### src/core/its_pkg.sv
package its_pkg;
  localparam int CNT_W = 32;
  localparam int NCMP = 16;
  localparam int NSYNC = 2;
  localparam int NROUTE = 4;
  localparam int NTASK = 4;
  localparam int NHOST = 8;
  localparam int PC_W = 16;
  localparam int FL_W = 8;
  localparam int HPW_W = 16;
  // register byte addresses
  localparam logic [7:0] A_GLOBAL = 8'h00;
  localparam logic [7:0] A_COUNT = 8'h04;
  localparam logic [7:0] A_COMP = 8'h08;
  localparam logic [7:0] A_CMP_EN = 8'h0C;
  localparam logic [7:0] A_CAP_CFG = 8'h10;
  localparam logic [7:0] A_CAP = 8'h14;
  localparam logic [7:0] A_SYNC_CTRL = 8'h18;
  localparam logic [7:0] A_SYNC_WIDTH = 8'h1C;
  localparam logic [7:0] A_ROUTE = 8'h20;
  localparam logic [7:0] A_TASK_CFG = 8'h24;
  localparam logic [7:0] A_STATUS = 8'h28;
  localparam logic [7:0] A_CMP_BASE = 8'h40;
  localparam logic [7:0] A_TPC_BASE = 8'h80;
  localparam logic [7:0] A_TSRC_BASE = 8'h90;
  // field positions
  localparam int F_CNT_EN = 0;
  localparam int F_WRAP = 1;
  localparam int F_INC_LO = 8;
  localparam int F_SYNC_EN = 0;
  localparam int F_SEN_LO = 1;
  localparam int F_MODE_LO = 4;
  localparam int F_ACK_LO = 8;
  localparam int F_TEN_LO = 4;
  // reset values
  localparam logic [7:0] INC_RST = 8'h04;
  localparam logic [HPW_W-1:0] HPW_RST = 16'h0000;
  localparam logic [2:0] LVL_BASE = 3'h4;
  // sync generation modes
  localparam logic [1:0] M_CYCLIC = 2'h0;
  localparam logic [1:0] M_ONESHOT = 2'h1;
  localparam logic [1:0] M_CYC_ACK = 2'h2;
  localparam logic [1:0] M_ONE_ACK = 2'h3;
  // dispatcher modes
  localparam logic [1:0] D_OFF = 2'h0;
  localparam logic [1:0] D_RXTX = 2'h1;
  localparam logic [1:0] D_GP = 2'h2;
  typedef enum logic [2:0] {
    S_IDLE = 3'b001,
    S_HIGH = 3'b010,
    S_HOLD = 3'b100
  } its_sync_t;
  typedef struct packed {
    logic [PC_W-1:0] pc;
    logic [FL_W-1:0] flags;
  } its_ctx_t;
endpackage

### src/core/its_timer.sv
`timescale 1ns/10ps
// Functional notes
// - sixteen compare channels, own event each
// - two sync outputs, pin and internal
// - four sync modes incl. acknowledge variants
// - router fans one source to many
// - latch input fed from router output
// - latch incoming sync, correct measured delay
// - align via sync, capture, compensation register
// - both chips same clock and increment
// - one independent dispatcher per core
// - dispatcher general or receive/transmit mode
// - general mode lets higher task preempt
// - save pc and flags, supply new pc
// - termination restores saved context
// - tasks mapped to compare/capture/host events
// - wrap to start at compare zero
// - non-ack modes: sync high for width field plus one
// - repeat enable clear gives one-shot; here mode bit zero set gives one-shot, clear gives cyclic
// - correction = capture - compare one - delay
module its_timer (
  // clock and reset
  input wire logic clock,
  input wire logic rst_n,
  // register port
  input wire logic [7:0] addr,
  input wire logic [31:0] wdata,
  input wire logic wr,
  input wire logic rd,
  output logic [31:0] rdata,
  // sync, router and pins
  input wire logic gpio_in,
  output logic [its_pkg::NSYNC-1:0] sync_out,
  output logic [its_pkg::NROUTE-1:0] route_out,
  output logic [its_pkg::NCMP-1:0] cmp_evt,
  output logic cap_evt,
  // realtime core
  input wire logic [its_pkg::NHOST-1:0] host_evt,
  input wire its_pkg::its_ctx_t core_ctx,
  input wire logic core_done,
  output its_pkg::its_ctx_t load_ctx,
  output logic core_load,
  output logic [2:0] task_lvl
);
  logic [its_pkg::CNT_W-1:0] count, prev_count, comp, cap;
  logic [its_pkg::CNT_W-1:0] cmp [its_pkg::NCMP];
  logic [its_pkg::NCMP-1:0] cmp_en, hit;
  logic cnt_en, wrap, comp_pend, cap_en, latch_prev, sync_en;
  logic [7:0] inc;
  logic [its_pkg::NSYNC-1:0] sen, armed;
  logic [1:0] smode [its_pkg::NSYNC];
  its_pkg::its_sync_t sst [its_pkg::NSYNC];
  logic [its_pkg::HPW_W-1:0] hpw;
  logic [its_pkg::HPW_W-1:0] wcnt [its_pkg::NSYNC];
  logic [1:0] rsel [its_pkg::NROUTE];
  logic [1:0] dmode;
  logic [its_pkg::NTASK-1:0] ten, pend;
  logic [its_pkg::PC_W-1:0] tpc [its_pkg::NTASK];
  logic [4:0] tsrc [its_pkg::NTASK];
  its_pkg::its_ctx_t save [its_pkg::NTASK];
  logic [2:0] save_lvl [its_pkg::NTASK];
  logic [31:0] ev;
  logic [2:0] pick;
  logic launch, wr_sync;
  logic [3:0] route_src;

  function automatic logic [2:0] first_one(input logic [3:0] v);
    first_one = its_pkg::LVL_BASE;
    for (int i = 3; i >= 0; i--)
    begin
      if (v[i])
        first_one = 3'(i);
    end
  endfunction

  function automatic logic is_ack(input logic [1:0] m);
    is_ack = (m == its_pkg::M_CYC_ACK) || (m == its_pkg::M_ONE_ACK);
  endfunction

  ////////////////////////////////////////////////////////////////////
  // configuration registers
  assign wr_sync = wr && addr == its_pkg::A_SYNC_CTRL;

  always_ff @(posedge clock or negedge rst_n)
  begin
    if (!rst_n)
    begin
      cnt_en <= 1'b0;
      wrap <= 1'b0;
      inc <= its_pkg::INC_RST;
      cmp_en <= '0;
      cap_en <= 1'b0;
      sync_en <= 1'b0;
      sen <= '0;
      hpw <= its_pkg::HPW_RST;
      dmode <= its_pkg::D_OFF;
      ten <= '0;
      for (int i = 0; i < its_pkg::NSYNC; i++)
        smode[i] <= its_pkg::M_CYCLIC;
      for (int i = 0; i < its_pkg::NROUTE; i++)
        rsel[i] <= 2'h0;
      for (int i = 0; i < its_pkg::NCMP; i++)
        cmp[i] <= '0;
      for (int i = 0; i < its_pkg::NTASK; i++)
      begin
        tpc[i] <= '0;
        tsrc[i] <= '0;
      end
    end
    else if (wr)
    begin
      case (addr)
        its_pkg::A_GLOBAL:
        begin
          cnt_en <= wdata[its_pkg::F_CNT_EN];
          wrap <= wdata[its_pkg::F_WRAP];
          inc <= wdata[its_pkg::F_INC_LO +: 8];
        end
        its_pkg::A_CMP_EN: cmp_en <= wdata[15:0];
        its_pkg::A_CAP_CFG: cap_en <= wdata[0];
        its_pkg::A_SYNC_CTRL:
        begin
          sync_en <= wdata[its_pkg::F_SYNC_EN];
          sen <= wdata[its_pkg::F_SEN_LO +: 2];
          smode[0] <= wdata[its_pkg::F_MODE_LO +: 2];
          smode[1] <= wdata[its_pkg::F_MODE_LO + 2 +: 2];
        end
        its_pkg::A_SYNC_WIDTH: hpw <= wdata[its_pkg::HPW_W-1:0];
        its_pkg::A_ROUTE:
          for (int i = 0; i < its_pkg::NROUTE; i++)
            rsel[i] <= wdata[2*i +: 2];
        its_pkg::A_TASK_CFG:
        begin
          dmode <= wdata[1:0];
          ten <= wdata[its_pkg::F_TEN_LO +: 4];
        end
        default:
        begin
          if (addr[7:6] == 2'h1)
            cmp[addr[5:2]] <= wdata;
          else if (addr[7:4] == 4'h8)
            tpc[addr[3:2]] <= wdata[its_pkg::PC_W-1:0];
          else if (addr[7:4] == 4'h9)
            tsrc[addr[3:2]] <= wdata[4:0];
        end
      endcase
    end
  end

  ////////////////////////////////////////////////////////////////////
  // counter, compensation, compare
  always_ff @(posedge clock or negedge rst_n)
  begin
    if (!rst_n)
    begin
      count <= '0;
      prev_count <= '0;
    end
    else
    begin
      prev_count <= count;
      if (wr && addr == its_pkg::A_COUNT)
        count <= wdata;
      else if (cnt_en)
        count <= (wrap && count == cmp[0] ? '0 : count + inc)
          + (comp_pend ? comp : '0);
    end
  end

  // a new write in the applying cycle stays pending: set wins
  always_ff @(posedge clock or negedge rst_n)
  begin
    if (!rst_n)
    begin
      comp <= '0;
      comp_pend <= 1'b0;
    end
    else if (wr && addr == its_pkg::A_COMP)
    begin
      comp <= wdata;
      comp_pend <= 1'b1;
    end
    else if (cnt_en && !(wr && addr == its_pkg::A_COUNT))
      comp_pend <= 1'b0;
  end

  // a hit needs the count to have moved, so a stalled count fires once
  always_comb
  begin
    for (int i = 0; i < its_pkg::NCMP; i++)
      hit[i] = cmp_en[i] && count == cmp[i] && count != prev_count;
  end

  always_ff @(posedge clock or negedge rst_n)
  begin
    if (!rst_n)
      cmp_evt <= '0;
    else
      cmp_evt <= hit;
  end

  ////////////////////////////////////////////////////////////////////
  // sync generators, triggered by compare one and two
  always_ff @(posedge clock or negedge rst_n)
  begin
    if (!rst_n)
    begin
      sync_out <= '0;
      armed <= '0;
      for (int s = 0; s < its_pkg::NSYNC; s++)
      begin
        sst[s] <= its_pkg::S_IDLE;
        wcnt[s] <= '0;
      end
    end
    else
    begin
      for (int s = 0; s < its_pkg::NSYNC; s++)
      begin
        if (hit[s+1] && sync_en && sen[s] && armed[s]
            && sst[s] != its_pkg::S_HIGH)
        begin
          sst[s] <= its_pkg::S_HIGH;
          sync_out[s] <= 1'b1;
          wcnt[s] <= hpw;
          if (smode[s][0])
            armed[s] <= 1'b0;
        end
        else
        begin
          case (sst[s])
            its_pkg::S_IDLE: sync_out[s] <= 1'b0;
            its_pkg::S_HIGH:
              if (wcnt[s] == '0)
              begin
                sst[s] <= is_ack(smode[s]) ? its_pkg::S_HOLD
                  : its_pkg::S_IDLE;
                sync_out[s] <= is_ack(smode[s]);
              end
              else
                wcnt[s] <= wcnt[s] - 1'b1;
            its_pkg::S_HOLD:
              if (wr_sync && wdata[its_pkg::F_ACK_LO + s])
              begin
                sst[s] <= its_pkg::S_IDLE;
                sync_out[s] <= 1'b0;
              end
            default:
            begin
              sst[s] <= its_pkg::S_IDLE;
              sync_out[s] <= 1'b0;
            end
          endcase
        end
        // rewriting the control re-arms a one-shot generator
        if (wr_sync)
          armed[s] <= 1'b1;
      end
    end
  end

  ////////////////////////////////////////////////////////////////////
  // router and latch capture
  // source order: constant zero, general pin, first sync, second sync
  assign route_src = {sync_out, gpio_in, 1'b0};
  always_ff @(posedge clock or negedge rst_n)
  begin
    if (!rst_n)
      route_out <= '0;
    else
      for (int i = 0; i < its_pkg::NROUTE; i++)
        route_out[i] <= route_src[rsel[i]];
  end

  always_ff @(posedge clock or negedge rst_n)
  begin
    if (!rst_n)
    begin
      latch_prev <= 1'b0;
      cap <= '0;
      cap_evt <= 1'b0;
    end
    else
    begin
      latch_prev <= route_out[0];
      cap_evt <= cap_en && route_out[0] && !latch_prev;
      if (cap_en && route_out[0] && !latch_prev)
        cap <= count;
    end
  end

  ////////////////////////////////////////////////////////////////////
  // task dispatcher; lower task index is higher priority
  assign ev = {7'h00, host_evt, cap_evt, cmp_evt};
  assign pick = first_one(pend);
  assign launch = !core_done && pick != its_pkg::LVL_BASE
    && ((dmode == its_pkg::D_GP && pick < task_lvl)
    || (dmode == its_pkg::D_RXTX && task_lvl == its_pkg::LVL_BASE));

  always_ff @(posedge clock or negedge rst_n)
  begin
    if (!rst_n)
      pend <= '0;
    else
      for (int k = 0; k < its_pkg::NTASK; k++)
        if (ten[k] && ev[tsrc[k]])
          pend[k] <= 1'b1;
        else if (launch && pick == 3'(k))
          pend[k] <= 1'b0;
  end

  always_ff @(posedge clock or negedge rst_n)
  begin
    if (!rst_n)
    begin
      task_lvl <= its_pkg::LVL_BASE;
      core_load <= 1'b0;
      load_ctx <= '0;
      for (int k = 0; k < its_pkg::NTASK; k++)
      begin
        save[k] <= '0;
        save_lvl[k] <= its_pkg::LVL_BASE;
      end
    end
    else
    begin
      core_load <= 1'b0;
      if (core_done && task_lvl != its_pkg::LVL_BASE)
      begin
        load_ctx <= save[task_lvl[1:0]];
        task_lvl <= save_lvl[task_lvl[1:0]];
        core_load <= 1'b1;
      end
      else if (launch)
      begin
        save[pick[1:0]] <= core_ctx;
        save_lvl[pick[1:0]] <= task_lvl;
        load_ctx <= '{pc: tpc[pick[1:0]], flags: '0};
        task_lvl <= pick;
        core_load <= 1'b1;
      end
    end
  end

  ////////////////////////////////////////////////////////////////////
  // register reads, one cycle after the strobe
  always_ff @(posedge clock or negedge rst_n)
  begin
    if (!rst_n)
      rdata <= '0;
    else if (rd)
    begin
      case (addr)
        its_pkg::A_GLOBAL:
          rdata <= {16'h0000, inc, 6'h00, wrap, cnt_en};
        its_pkg::A_COUNT: rdata <= count;
        its_pkg::A_COMP: rdata <= comp;
        its_pkg::A_CMP_EN: rdata <= {16'h0000, cmp_en};
        its_pkg::A_CAP_CFG: rdata <= {31'h0, cap_en};
        its_pkg::A_CAP: rdata <= cap;
        its_pkg::A_SYNC_CTRL:
          rdata <= {24'h0, smode[1], smode[0], 1'b0, sen, sync_en};
        its_pkg::A_SYNC_WIDTH: rdata <= {16'h0000, hpw};
        its_pkg::A_ROUTE:
          rdata <= {24'h0, rsel[3], rsel[2], rsel[1], rsel[0]};
        its_pkg::A_TASK_CFG: rdata <= {24'h0, ten, 2'h0, dmode};
        its_pkg::A_STATUS:
          rdata <= {20'h0, pend, 1'b0, task_lvl, comp_pend, 1'b0,
            sync_out};
        default:
          if (addr[7:6] == 2'h1)
            rdata <= cmp[addr[5:2]];
          else if (addr[7:4] == 4'h8)
            rdata <= {16'h0000, tpc[addr[3:2]]};
          else if (addr[7:4] == 4'h9)
            rdata <= {27'h0, tsrc[addr[3:2]]};
          else
            rdata <= '0;
      endcase
    end
    else
      rdata <= '0;
  end

  ////////////////////////////////////////////////////////////////////
  // checks
  logic [its_pkg::HPW_W:0] hi_len;
  always_ff @(posedge clock or negedge rst_n)
  begin
    if (!rst_n)
      hi_len <= '0;
    else
      hi_len <= sync_out[0] ? hi_len + 1'b1 : '0;
  end
endmodule

### config.mk
export PLATFORM = sky130hd
export DESIGN_NAME = its_timer
export DESIGN_NICKNAME = d
export VERILOG_FILES = /design/src/core/its_pkg.sv /design/src/core/its_timer.sv
export SDC_FILE = /design/constraint.sdc
export NUM_CORES = 2
export LEC_CHECK = 0
export ABC_AREA = 1
export BUFFER_PORTS_ARGS = -buffer_cell sky130_fd_sc_hd__buf_2
export CORE_AREA = 2 2 400 283
export DETAILED_ROUTE_END_ITERATION = 7
export DIE_AREA = 0 0 402 285
export GPL_TIMING_DRIVEN = 1
export PLACE_DENSITY = 0.68
export SLEW_MARGIN = 20
export SYNTH_ARGS = -nofsm -noshare
export SYNTH_HDL_FRONTEND = slang
export SYNTH_SLANG_ARGS = --single-unit
### constraint.sdc
create_clock -name clock -period 3.85 [get_ports clock]
set_input_delay 0.77 -clock clock [delete_from_list [all_inputs] [get_ports clock]]
set_output_delay 0.77 -clock clock [all_outputs]
set_load 0.005 [all_outputs]
==> impl_results.md <==
- IO buf count: 160
- Drt first pass iters: 8
- Asr flop ratio synth: 1.00
- Worst setup startpoint: count[4]$_DFFE_PN0P_
- Full die area: around 110,000 sq um
- Cells after synthesis: between 7,000 and 8,000
- Final WL: 288,000 microns
- Multiplexer area fraction after synthesis: 0
- Syn Nets: 7,135
- RSZ-0062 raised after global routing: true
- Violated checks: design-rule violations
- CTS tree: built
- Root Driver: clkbuf_16
- Global-route wire length before repair: 402,000 microns
- Total overflow reported by the global router: 0
- Final period utilization: 0.985
- Worst r2r path cells: 9
- Register bit count reported by yosys: between 1,000 and 1,500
- Largest family of logic cells by synthesized area: compound AO/OA/AOI/OAI gates
- Clk pwr share: 0.266
- Power per standard cell area: roughly 640 nW/um^2
- Peak Freq: 264 MHz
- Clk sinks: around 1,000
- Initial Util: 0.493
- Synth Area in Adders: 0.0105
- Int Pwr: 0.0235 W
- Synth warn: 0
- Outcome: finished with violations
- Synth Flop Type: dfrtp_1
- Total power: ~0.041 W
- Final min period: 3790 ps
- Startpoint Class: flip-flop
- Layout area overhead: 18.1%
- Die height: between 200 and 300 microns
- Hold path cells: 3
- Vias: 58,811
- Sequential area share after synthesis: 0.467
- Via-to-Cell Ratio: 6.60
- Worst-path maximum fanout: 18
- GPL Wtd Cong: approximately 1.1
- Post-DP Area: 60,400 sq um
- Hold WS: 272 ps
- Least-Margin Pin Slew: 1330 ps
- Seq pwr share: 0.341
- Total CTS buffers: 103
- Net Sw Frac: 0.431
- Clock skew: 27.2 ps
- Type of the worst setup path: flip-flop to flip-flop
- Hold violation count in the final report: 0
- Gate power share: 0.393
- Reg2reg start: count[4]$_DFFE_PN0P_
- Longest Clk Path Bufs: 3
- Pins Over Slew Limit: 0
- Vias in the first global route: 53,059
- Design area: 64,800 sq um
- CP endpoint kind: flip-flop
- Simple-Gate Fraction of Synth Area: 0.193
- Final #Nets: 7,468
- All-Layer GR Usage: 0.491
- Layout cell share with drive strength beyond 1: 0.153
- Drt wl/cell: around 32 microns
- Site row count: 103
- Post-route ant nets: 0
- Post-Syn Area: between 50,000 and 60,000 sq um
- Final setup TNS: 0 ps
- Relative slew slack: 0.113
- Initial antenna violation count: 28
- DRC violations left: 10
- Core Area: 111,000 sq um
- Initial DRC count: 10,494
- Max-Cap Viols: 0
- Reg clk slew, reported paths: 60 ps
- Worst Path Arrival: roughly 4400 ps
- EDFF count, synth: 0
- Io pins: 161
- Synth Area in XOR/XNOR: 0.0353
- Final setup viols: 0
- Req. time, crit path: about 4500 ps
- Area contributors post-synth: dfrtp_1 46%, nand2_1 12%, o21ai_0 8.8%, o22ai_1 3.8%, inv_1 3.5%
- Synth top area share: 0.464
- Hold Crit Class: primary input to flip-flop
- VDD IR max: 0.000524 V
- Hpwl dp: slightly above 200,000 microns
- Synth Area in Compound Gates: 0.221
- Synth area leader: dfrtp_1
- Die width: 402 microns
- Yosys cell types: 53
- Clock Latency Late Sink: approximately 750 ps
- Sw Pwr: approximately 0.018 W
- CTS H-tree lvls: 3
- Avg Inst Size Synth: 7.83 sq um
- Leak: 29.6 nW
- Hold Startpoint: wdata[6]
- Largest net degree at the start of global routing: 124
## cells by family after synthesis
group           Yosys count
compound gates         2140
xor+xnor                221
flops                  1025
simple gates           2554
buf+inv                1027
fa+ha+maj                45
## synthesized netlist by cell type (84+ instances only)
master / n
xor2_1: 86
nand3_1: 184
nor2_1: 334
dfrtp_1: 1017
o21ai_0: 965
a21oi_1: 189
nand2_1: 1742
o21ai_1: 321
o22ai_1: 336
buf_2: 84
inv_1: 518
xnor2_1: 135
clkbuf_1: 366
nor4_1: 100
## registers in the layout, summed over array words and instances, names as in the netlist, 24 cells and up
name and cells:
cap 32, cmp 512, comp 32, count 32, load_ctx 24, prev_count 32
rdata 32, save 96, tpc 64, wcnt 32
## cell type report
class | instances | area [sq um]
fill | 10313 | 46500
timing repair buffer | 715 | 5590
multi-input combinational | 4960 | 26100
antenna | 10 | 25.0
clock buffer | 139 | 2870
tap | 1470 | 1840
sequential | 1025 | 25700
clock inverter | 54 | 696
inverter | 540 | 2030
## per-layer routing
metal	vias up	track usage	routed length (microns)
met3	962	0.245	51700
met4	32	0.234	16800
met1	28154	0.671	110000
met5	-	0.0110	417
li1	24598	-	-
met2	5065	0.637	109000
## per-stage QoR
stage                      util  cells  setup WS (ps)
after floorplan               -   7012           29.0
after global placement    0.542   8701           -205
after detailed placement  0.542   8701           -147
after CTS                 0.575   8895           2.54
after global routing      0.582   8903          -95.6
final                     0.582   8913           57.1
## power groups by stage
| stage | registers [W] | clock network [W] | logic [W] |
|---|---|---|---|
| detailed placement | 0.0141 | 0 | 0.0146 |
| global placement | 0.0141 | 0 | 0.0146 |
| finish | 0.0141 | 0.0110 | 0.0162 |
| floorplan | 0.0134 | 0 | 0.00760 |
| CTS | 0.0139 | 0.0109 | 0.0147 |
| global route | 0.0142 | 0.0114 | 0.0165 |
## worst max-delay path: stages (launching register included)
cell and delay, ps:
dfrtp_1 410, buf_4 170, buf_4 390, inv_1 540, nand2_1 340, o21ai_0 140, nor4_1 930, nand3_1 240
nor4_1 270, buf_4 240
## layout by cell type (no fill, tap or decap), types with 38 or more instances in the layout
cell	netlist	layout
buf_4	0	502
nor4_1	100	98
nor3_1	56	50
a22oi_1	55	55
nor2_1	334	305
buf_2	84	159
o21ai_1	321	335
xnor2_1	135	134
nand3_1	184	163
nand4_1	75	75
o21ai_0	965	943
buf_12	0	47
o211ai_1	61	61
inv_2	10	38
o22ai_1	336	336
a221oi_1	61	61
xor2_1	86	86
a21oi_1	189	163
dfrtp_1	1017	1016
inv_1	518	484
clkbuf_16	0	104
nand2_1	1742	1711
o221ai_1	39	39
## worst paths after layout
check                                   endpoint  slack (ps)
setup / recovery           cmp_evt[12]$_DFF_PN0_          60
hold / removal                ten[2]$_DFFE_PN0P_         270
setup reg to reg           cmp_evt[12]$_DFF_PN0_          60
max in group asynchronous     rdata[8]$_DFF_PN0_        2070
min in group asynchronous    cmp[57]$_DFFE_PN0P_         580
hold reg to reg             latch_prev$_DFF_PN0_         410
## repair_timing
| item | 4_1_cts | 5_1_grt |
|---|---|---|
| endpoints found under the setup margin | 15 | 25 |
| hold endpoints to repair | 2 | 0 |
| gates resized for setup | 22 | 179 |
| buffers inserted | 0 | 8 |
| pin swaps | 1 | 61 |
| hold buffers | 1 | 0 |
No activity file was read; power rests on OpenSTA's default activity.
